[config.mk]
export PLATFORM = sky130hd
export DESIGN_NAME = ple_engine
export DESIGN_NICKNAME = d
export VERILOG_FILES = /design/src/shared/ple_pkg.sv /design/src/verilog/ple_cnt_mem.sv /design/src/verilog/ple_engine.sv
export SDC_FILE = /design/constraint.sdc
export NUM_CORES = 1
export LEC_CHECK = 0
export BUFFER_PORTS_ARGS = -buffer_cell sky130_fd_sc_hd__buf_2
export CORE_AREA = 2 2 244 246
export CTS_CLUSTER_DIAMETER = 60
export DETAILED_ROUTE_END_ITERATION = 16
export DIE_AREA = 0 0 246 248
export PLACE_DENSITY = 0.56
export SLEW_MARGIN = 20
export SYNTH_ARGS = -nofsm -noshare
export SYNTH_HDL_FRONTEND = slang
export SYNTH_SLANG_ARGS = --single-unit
[constraint.sdc]
create_clock -name clk -period 12.1 [get_ports clk]
set_input_delay 2.42 -clock clk [delete_from_list [all_inputs] [get_ports clk]]
set_output_delay 2.42 -clock clk [all_outputs]
set_load 0.01 [all_outputs]
[src/shared/ple_pkg.sv]
// constants shared by the logic-equation engine and its counter memory
// assumes one 100 MHz clock; configuration ports are held steady by the relay firmware
package ple_pkg;
  localparam int       PLE_NUM_EQ     = 8;
  localparam int       PLE_NUM_SIG    = 16;
  localparam int       PLE_TIMER_W    = 16;
  localparam int       PLE_NUM_IN     = 4;
  localparam int       PLE_OP_W       = 2;
  localparam bit [1:0] PLE_OP_AND     = 2'h0;
  localparam bit [1:0] PLE_OP_OR      = 2'h1;
  localparam bit [1:0] PLE_OP_NAND    = 2'h2;
  localparam bit [1:0] PLE_OP_NOR     = 2'h3;
  localparam int       PLE_MIN_EQ     = 2;
endpackage : ple_pkg

[src/verilog/ple_cnt_mem.sv]
// per-equation delay counter store with a registered read port
// assumes the reader never reads the word written in the same cycle
`timescale 1ns/10ps
`default_nettype none
module ple_cnt_mem
  import ple_pkg::*;
#(
  parameter int DEPTH = PLE_NUM_EQ,
  parameter int WIDTH = PLE_TIMER_W,
  parameter int AW    = $clog2(DEPTH)
) (
  input  wire logic             clk,
  input  wire logic             rst_b,
  input  wire logic [AW-1:0]    rd_addr,
  output var  logic [WIDTH-1:0] rd_data,
  input  wire logic             wr_en,
  input  wire logic [AW-1:0]    wr_addr,
  input  wire logic [WIDTH-1:0] wr_data
);
  logic [WIDTH-1:0] mem_reg [DEPTH];

  if (DEPTH < 2 || WIDTH < 1 || AW < $clog2(DEPTH)) begin : g_bad_size
    $error("ple_cnt_mem depth or width out of range");
  end

  // small depth, so clearing every word at reset is cheap
  always_ff @(posedge clk or negedge rst_b) begin
    if (!rst_b) begin
      for (int i = 0; i < DEPTH; i++) begin
        mem_reg[i] <= '0;
      end
    end else if (wr_en) begin
      mem_reg[wr_addr] <= wr_data;
    end
  end

  always_ff @(posedge clk or negedge rst_b) begin
    if (!rst_b) begin
      rd_data <= '0;
    end else begin
      rd_data <= mem_reg[rd_addr];
    end
  end
endmodule // ple_cnt_mem
`default_nettype wire

[src/verilog/ple_engine.sv]
// sequential logic-equation engine: one equation evaluated per clock
// assumes external signals are asynchronous; configuration is quasi-static
`timescale 1ns/10ps
`default_nettype none
module ple_engine
  import ple_pkg::*;
#(
  parameter int NUM_EQ  = PLE_NUM_EQ,
  parameter int NUM_SIG = PLE_NUM_SIG,
  parameter int TW      = PLE_TIMER_W,
  parameter int POOL    = NUM_SIG + 3 * NUM_EQ,
  parameter int SELW    = $clog2(POOL),
  parameter int IW      = $clog2(NUM_EQ)
) (
  input  wire logic                            clk,
  input  wire logic                            rst_b,
  input  wire logic [NUM_SIG-1:0]              sig_in,
  input  wire logic [NUM_EQ*PLE_NUM_IN*SELW-1:0] in_sel,
  input  wire logic [NUM_EQ*PLE_NUM_IN-1:0]    in_inv,
  input  wire logic [NUM_EQ*PLE_NUM_IN-1:0]    in_used,
  input  wire logic [NUM_EQ*PLE_OP_W-1:0]      gate_op,
  input  wire logic [NUM_EQ*TW-1:0]            on_delay_time,
  input  wire logic [NUM_EQ*TW-1:0]            off_delay_time,
  input  wire logic [NUM_EQ*SELW-1:0]          rst_sel,
  input  wire logic [NUM_EQ-1:0]               rst_inv,
  output var  logic [NUM_EQ-1:0]               logic_equation_out,
  output var  logic [NUM_EQ-1:0]               latched_out,
  output var  logic [NUM_EQ-1:0]               latched_n_out,
  output var  logic                            pass_done
);
  if (NUM_EQ < PLE_MIN_EQ) begin : g_bad_eq
    $error("ple_engine needs at least two equations");
  end
  if (TW < 1) begin : g_bad_tw
    $error("ple_engine timer width must be positive");
  end
  if (NUM_SIG < 1 || POOL != NUM_SIG + 3 * NUM_EQ || SELW < $clog2(POOL)
      || IW < $clog2(NUM_EQ)) begin : g_bad_width
    $error("ple_engine selector or index width too small");
  end

  // ==========================================================
  // input synchronisation and per-pass snapshot
  logic [NUM_SIG-1:0] sig_meta_reg;
  logic [NUM_SIG-1:0] sig_sync_reg;
  logic [NUM_SIG-1:0] sig_snap_reg;
  logic [IW-1:0]      idx_reg;
  logic [IW-1:0]      idx_next;
  logic               last_eq;

  always_ff @(posedge clk or negedge rst_b) begin
    if (!rst_b) begin
      sig_meta_reg <= '0;
      sig_sync_reg <= '0;
    end else begin
      sig_meta_reg <= sig_in;
      sig_sync_reg <= sig_meta_reg;
    end
  end

  // one snapshot per pass keeps all equations of a pass on the same inputs
  always_ff @(posedge clk or negedge rst_b) begin
    if (!rst_b) begin
      sig_snap_reg <= '0;
    end else if (last_eq) begin
      sig_snap_reg <= sig_sync_reg;
    end
  end

  // ==========================================================
  // evaluation sequencer
  assign last_eq  = (idx_reg == IW'(NUM_EQ - 1));
  assign idx_next = last_eq ? '0 : idx_reg + 1'b1;

  always_ff @(posedge clk or negedge rst_b) begin
    if (!rst_b) begin
      idx_reg <= '0;
    end else begin
      idx_reg <= idx_next;
    end
  end

  always_ff @(posedge clk or negedge rst_b) begin
    if (!rst_b) begin
      pass_done <= 1'b0;
    end else begin
      pass_done <= last_eq;
    end
  end

  // ==========================================================
  // selection from the assignment list
  logic [POOL-1:0] pool;
  // outputs live in the same pool and are updated in place, so lower
  // equations show this pass's value and higher ones the previous pass's
  assign pool = {latched_n_out, latched_out, logic_equation_out, sig_snap_reg};

  function automatic logic pick(input logic [SELW-1:0] sel, input logic [POOL-1:0] p);
    logic v;
    v = 1'b0;
    if (int'(sel) < POOL) begin
      v = p[sel];
    end
    return v;
  endfunction

  // ==========================================================
  // gate, timer and latch of the current equation
  logic [TW-1:0] cnt_rd;
  logic [TW-1:0] cnt_wr;
  logic [TW:0]   cnt_inc;
  logic [TW-1:0] dly;
  logic [1:0]    op;
  logic          gate_val;
  logic          any_in;
  logic          all_in;
  logic          dir_cur;
  logic          dir_new;
  logic          rst_cond;
  logic          lat_new;
  logic          term;

  always_comb begin
    term   = 1'b0;
    any_in = 1'b0;
    all_in = 1'b1;
    op     = gate_op[idx_reg*PLE_OP_W +: PLE_OP_W];
    for (int k = 0; k < PLE_NUM_IN; k++) begin
      term = pick(in_sel[(int'(idx_reg)*PLE_NUM_IN+k)*SELW +: SELW], pool)
             ^ in_inv[int'(idx_reg)*PLE_NUM_IN+k];
      // unused inputs drop out: ones for AND, zeros for OR
      if (in_used[int'(idx_reg)*PLE_NUM_IN+k]) begin
        any_in = any_in | term;
        all_in = all_in & term;
      end
    end
    case (op)
      PLE_OP_AND:  gate_val = all_in;
      PLE_OP_OR:   gate_val = any_in;
      PLE_OP_NAND: gate_val = ~all_in;
      PLE_OP_NOR:  gate_val = ~any_in;
      default:     gate_val = all_in;
    endcase
  end

  // delays are in passes; a delay of 0 or 1 acts on the first pass
  always_comb begin
    dir_cur = logic_equation_out[idx_reg];
    dly     = gate_val ? on_delay_time[idx_reg*TW +: TW]
                       : off_delay_time[idx_reg*TW +: TW];
    cnt_inc = {1'b0, cnt_rd} + 1'b1;
    dir_new = dir_cur;
    cnt_wr  = '0;
    if (gate_val != dir_cur) begin
      if (cnt_inc >= {1'b0, dly}) begin
        dir_new = gate_val;
      end else begin
        cnt_wr = cnt_inc[TW-1:0];
      end
    end
  end

  always_comb begin
    rst_cond = pick(rst_sel[idx_reg*SELW +: SELW], pool) ^ rst_inv[idx_reg];
    lat_new  = rst_cond ? 1'b0 : (latched_out[idx_reg] | dir_new);
  end

  ple_cnt_mem #(
    .DEPTH (NUM_EQ),
    .WIDTH (TW),
    .AW    (IW)
  ) u_cnt_mem (
    .clk     (clk),
    .rst_b   (rst_b),
    .rd_addr (idx_next),
    .rd_data (cnt_rd),
    .wr_en   (1'b1),
    .wr_addr (idx_reg),
    .wr_data (cnt_wr)
  );

  always_ff @(posedge clk or negedge rst_b) begin
    if (!rst_b) begin
      logic_equation_out <= '0;
    end else begin
      logic_equation_out[idx_reg] <= dir_new;
    end
  end

  always_ff @(posedge clk or negedge rst_b) begin
    if (!rst_b) begin
      latched_out   <= '0;
      latched_n_out <= '1;
    end else begin
      latched_out[idx_reg]   <= lat_new;
      latched_n_out[idx_reg] <= ~lat_new;
    end
  end

  // ==========================================================
  // assertions
  a_idx_wrap: assert property (@(posedge clk) disable iff (!rst_b)
    last_eq |=> idx_reg == '0) else $error("pass did not restart at equation 0");
  a_idx_step: assert property (@(posedge clk) disable iff (!rst_b)
    !last_eq |=> idx_reg == $past(idx_reg) + 1'b1) else $error("order not ascending");
  a_latch_compl: assert property (@(posedge clk) disable iff (!rst_b)
    latched_n_out == ~latched_out) else $error("latched complement wrong");
  a_reset_wins: assert property (@(posedge clk) disable iff (!rst_b)
    (rst_cond && dir_new) |=> !latched_out[$past(idx_reg)]) else $error("set beat reset");
  a_latch_hold: assert property (@(posedge clk) disable iff (!rst_b)
    (!rst_cond && latched_out[idx_reg]) |=> latched_out[$past(idx_reg)])
    else $error("latch dropped without reset");
  a_zero_delay: assert property (@(posedge clk) disable iff (!rst_b)
    (on_delay_time[idx_reg*TW +: TW] == '0 && off_delay_time[idx_reg*TW +: TW] == '0)
    |=> logic_equation_out[$past(idx_reg)] == $past(gate_val))
    else $error("undelayed output does not follow gate");
  a_rise_waits: assert property (@(posedge clk) disable iff (!rst_b)
    (gate_val && !dir_cur && cnt_inc < {1'b0, dly})
    |=> !logic_equation_out[$past(idx_reg)]) else $error("on delay cut short");
  a_fall_waits: assert property (@(posedge clk) disable iff (!rst_b)
    (!gate_val && dir_cur && cnt_inc < {1'b0, dly})
    |=> logic_equation_out[$past(idx_reg)]) else $error("off delay cut short");
  a_one_update: assert property (@(posedge clk) disable iff (!rst_b)
    ##1 ((logic_equation_out ^ $past(logic_equation_out))
         & ~(NUM_EQ'(1) << $past(idx_reg))) == '0)
    else $error("equation changed outside its slot");
  a_pass_pulse: assert property (@(posedge clk) disable iff (!rst_b)
    pass_done |-> idx_reg == '0 ##1 !pass_done) else $error("pass strobe misplaced");

  c_latch_set:   cover property (@(posedge clk) disable iff (!rst_b) $rose(latched_out[0]));
  c_latch_reset: cover property (@(posedge clk) disable iff (!rst_b) rst_cond && dir_new);
  c_delayed:     cover property (@(posedge clk) disable iff (!rst_b)
    gate_val != dir_cur && cnt_inc < {1'b0, dly});
  c_pass:        cover property (@(posedge clk) disable iff (!rst_b) pass_done [*1] ##8 pass_done);
endmodule // ple_engine
`default_nettype wire

==> summary.md <==
| Metric | Value |
|---|---|
| Status | `complete, no violations` |
| NetSw | `876.5 uW` |
| Root Driver | `clkbuf_16` |
| Sequential area share after synthesis | `28.87%` |
| Area Growth Syn to Fin | `25.29%` |
| RSZ-0062 raised after global routing | `false` |
| Clock Path Buffers | `3` |
| Worst-margin pin slew | `1.025 ns` |
| Hold Crit Class | `reg -> reg` |
| Leak | `11.09 nW` |
| Cell mode on critical path | `o21a_1` |
| Routability congestion estimate | `0.9562` |
| HPWL after detailed placement | `75460 um` |
| Highest Clock Rate | `0.08981 GHz` |
| Int Pwr | `1.704 mW` |
| Total gr overflow | `0` |
| Comb pwr share | `31.1%` |
| Buf+Inv Stages, Crit Path | `4` |
| Vias in the first global route | `18.20k` |
| Crit path max-delay family | `compound AO/OA/AOI/OAI gates` |
| Power per Cell Area | `107.8 mW/mm^2` |
| DR iter-0 viols | `1708` |
| Post-Synthesis Cell Area | `0.01910 sq mm` |
| Crit path largest cell delay | `0.74 ns` |
| Largest area contributor in the synthesized netlist | `dfrtp_1` |
| CTS tree | `done` |
| Cts bufs inserted | `25` |
| Number of sinks on the clock net | `220` |
| Final hold viol count | `0` |
| First-pass GRT wire length | `131000 um` |
| Top cells by area, synth | `dfrtp_1 (28%), mux4_2 (26%), mux2i_1 (7.1%)` |
| Synthesized netlist cell count | `1712` |
| Remaining antenna violation count | `0` |
| Max Fanout on Critical Path | `30` |
| IO Count | `627` |
| Synthesized area per cell | `11.16 sq um` |
| Syn. warnings | `0` |
| Main flop type after synthesis | `dfrtp_1` |
| Setup violators final | `0` |
| Share of the synthesized area in the top cell type | `27.77%` |
| Post-CTS Hold Buffers | `0` |
| Synthesized flop and latch total | `220` |
| Worst Setup End Kind | `flop` |
| Gr usage total | `29.67%` |
| Starting Density | `32.67%` |
| Clock power frac | `31.8%` |
| Number of detailed-route iterations in the first pass | `5` |
| Yosys cell types | `84` |
| Post-Syn Nets | `2342` |
| Share of the clock period used by the worst path | `92.02%` |
| WL/cell | `30.39 um` |
| Filler cell count | `5657` |
| Sequential Power Share | `37.1%` |
| FP Rows | `89` |
| Post-synth EDFFs | `0` |
| Initial antenna violation count | `27` |
| Clk_lat worst skew | `0.55 ns` |
| Fin. max-slew vios | `0` |
| Core Box Area | `0.05846 sq mm` |
| Die X | `246 um` |
| Largest net degree at the start of global routing | `110` |
| CP max-delay cell | `dfrtp_4` |
| Full die area | `0.06101 sq mm` |
| Max cap viols | `0` |
| Clock transition at the registers of the reported paths | `0.06 ns` |
| Vias per inst | `6.031` |
| Worst hold slack | `0.3451 ns` |
| Layout cell share with drive strength beyond 1 | `47.96%` |
| Final wirelength | `93890 um` |
| Worst-case vdd ir drop | `0.07997 mV` |
| Via count | `18.63k` |
| Largest register FFs | `128` |
| Final TNS setup | `0 ns` |
| Drt drc | `0` |
| Port buffer count | `626` |
| Final net count | `2911` |
| Critical path arrival | `11.59 ns` |
| Clk_skew | `0.03666 ns` |
| Crit path required time | `12.56 ns` |
| Die Ht | `248 um` |
| Async SR Flop Fraction | `100.0%` |
| Fin crit period | `11.13 ns` |
| Max H-tree Level | `1` |
| Startpoint types | `flop` |
| Slew HR | `29.92%` |
| Switching share of power | `33.97%` |
| Crit Path Category | `reg -> reg` |
[through the flow]
step / instance area (sq um) / power (mW) / cells / setup slack, ns / utilization, %
floorplan: 19100 / 1.367 / 1712 / 1.561 / -
global placement: 22970 / 1.740 / 3027 / 0.8156 / 39.29
detailed placement: 22970 / 1.752 / 3027 / 0.6437 / 39.29
CTS: 23880 / 2.584 / 3073 / 0.7493 / 40.85
global route: 23900 / 2.695 / 3078 / 0.09362 / 40.89
finish: 23930 / 2.580 / 3089 / 0.9655 / 40.93
[layout by cell type (no fill, tap or decap), types with 9 or more instances in the layout]
| master | synthesis | layout |
|---|---|---|
| clkbuf_16 | 0 | 25 |
| a211oi_1 | 22 | 22 |
| buf_4 | 13 | 53 |
| a22o_1 | 9 | 9 |
| o21ai_0 | 125 | 125 |
| diode_2 | 0 | 16 |
| dfrtp_1 | 212 | 209 |
| a21oi_1 | 42 | 42 |
| a2111oi_0 | 9 | 9 |
| mux2_2 | 101 | 101 |
| and3_1 | 22 | 22 |
| mux2i_1 | 135 | 133 |
| a31oi_1 | 18 | 18 |
| nand2b_1 | 18 | 18 |
| nor3_1 | 19 | 19 |
| nand2_1 | 226 | 226 |
| o211ai_1 | 17 | 17 |
| nand3_1 | 37 | 37 |
| buf_2 | 25 | 625 |
| o2111ai_1 | 9 | 9 |
| nor2b_1 | 11 | 10 |
| a22oi_1 | 17 | 17 |
| xnor2_1 | 18 | 18 |
| inv_1 | 33 | 32 |
| o31ai_1 | 10 | 10 |
| mux4_2 | 224 | 224 |
| nor2_1 | 54 | 52 |
| ha_1 | 28 | 25 |
[cell type report]
| type | instances | area, sq um | area share, % |
|---|---|---|---|
| tap | 773 | 967.2 | 4.042 |
| antenna | 16 | 40.04 | 0.1673 |
| clock buffer | 33 | 705.7 | 2.949 |
| multi-input combinational | 1318 | 12780 | 53.39 |
| sequential | 220 | 5524 | 23.08 |
| inverter | 35 | 131.4 | 0.5490 |
| timing repair buffer | 681 | 3580 | 14.96 |
| clock inverter | 13 | 206.4 | 0.8627 |
[power by group through the flow]
stage | sequential, mW | combinational, mW | clock, mW
final | 0.957 | 0.802 | 0.822
after floorplan | 0.916 | 0.452 | 0
after detailed placement | 0.964 | 0.788 | 0
after global routing | 0.966 | 0.860 | 0.869
after CTS | 0.951 | 0.794 | 0.840
after global placement | 0.959 | 0.781 | 0
[layer usage]
layer  global-route usage, %  wire length [um]  vias up
li1                        -                 -     7888
met1                   39.83             38590     9510
met2                   45.62             42320     1048
met3                   9.656             10090      160
met4                   8.217              2622       24
met5                   1.828               257        -
[synth_stat cells (all sizes together), types with 11 or more instances]
cell type  count
a211oi        23
a21oi         44
a221oi        11
a22oi         17
a31oi         18
and3          22
buf           66
clkbuf        73
dfrtp        212
ha            28
inv           35
mux2         101
mux2i        135
mux4         227
nand2        227
nand2b        18
nand3         37
nor2          54
nor2b         11
nor3          23
o211ai        18
o21ai        128
xnor2         18
[repair_timing]
action,CTS,global route
endpoints found under the setup margin,0,90
resized for setup,0,1
setup buffers,0,0
[path summary, 6_finish.rpt]
check,startpoint,end,slack [ns],cells after the start
min in group asynchronous,rst_b,u_cnt_mem.mem_reg[85]$_DFFE_PN0P_,1.95,1
max in group asynchronous,rst_b,sig_snap_reg[7]$_DFFE_PN0P_,8.63,2
worst max register to register,idx_reg[1]$_DFF_PN0_,u_cnt_mem.mem_reg[51]$_DFFE_PN0P_,0.97,35
worst min-delay path,sig_meta_reg[11]$_DFF_PN0_,sig_sync_reg[11]$_DFF_PN0_,0.35,0
worst min register to register,sig_meta_reg[11]$_DFF_PN0_,sig_sync_reg[11]$_DFF_PN0_,0.35,0
worst max-delay path,idx_reg[1]$_DFF_PN0_,u_cnt_mem.mem_reg[51]$_DFFE_PN0P_,0.97,35
[logic make-up (layout without fill, tap and decap cells)]
logic type      Yosys count  after routing  synth area share [%]
mux                     463            463                 39.85
simple gates            432            432                 10.32
compound gates          374            374                 13.49
flops                   220            220                 28.87
buf+inv                 174            762                 4.657
fa+ha+maj                28             28                 1.834
xor+xnor                 21             21                0.9629
other cells               0             16                     0
(Power assumes the default switching activity.)
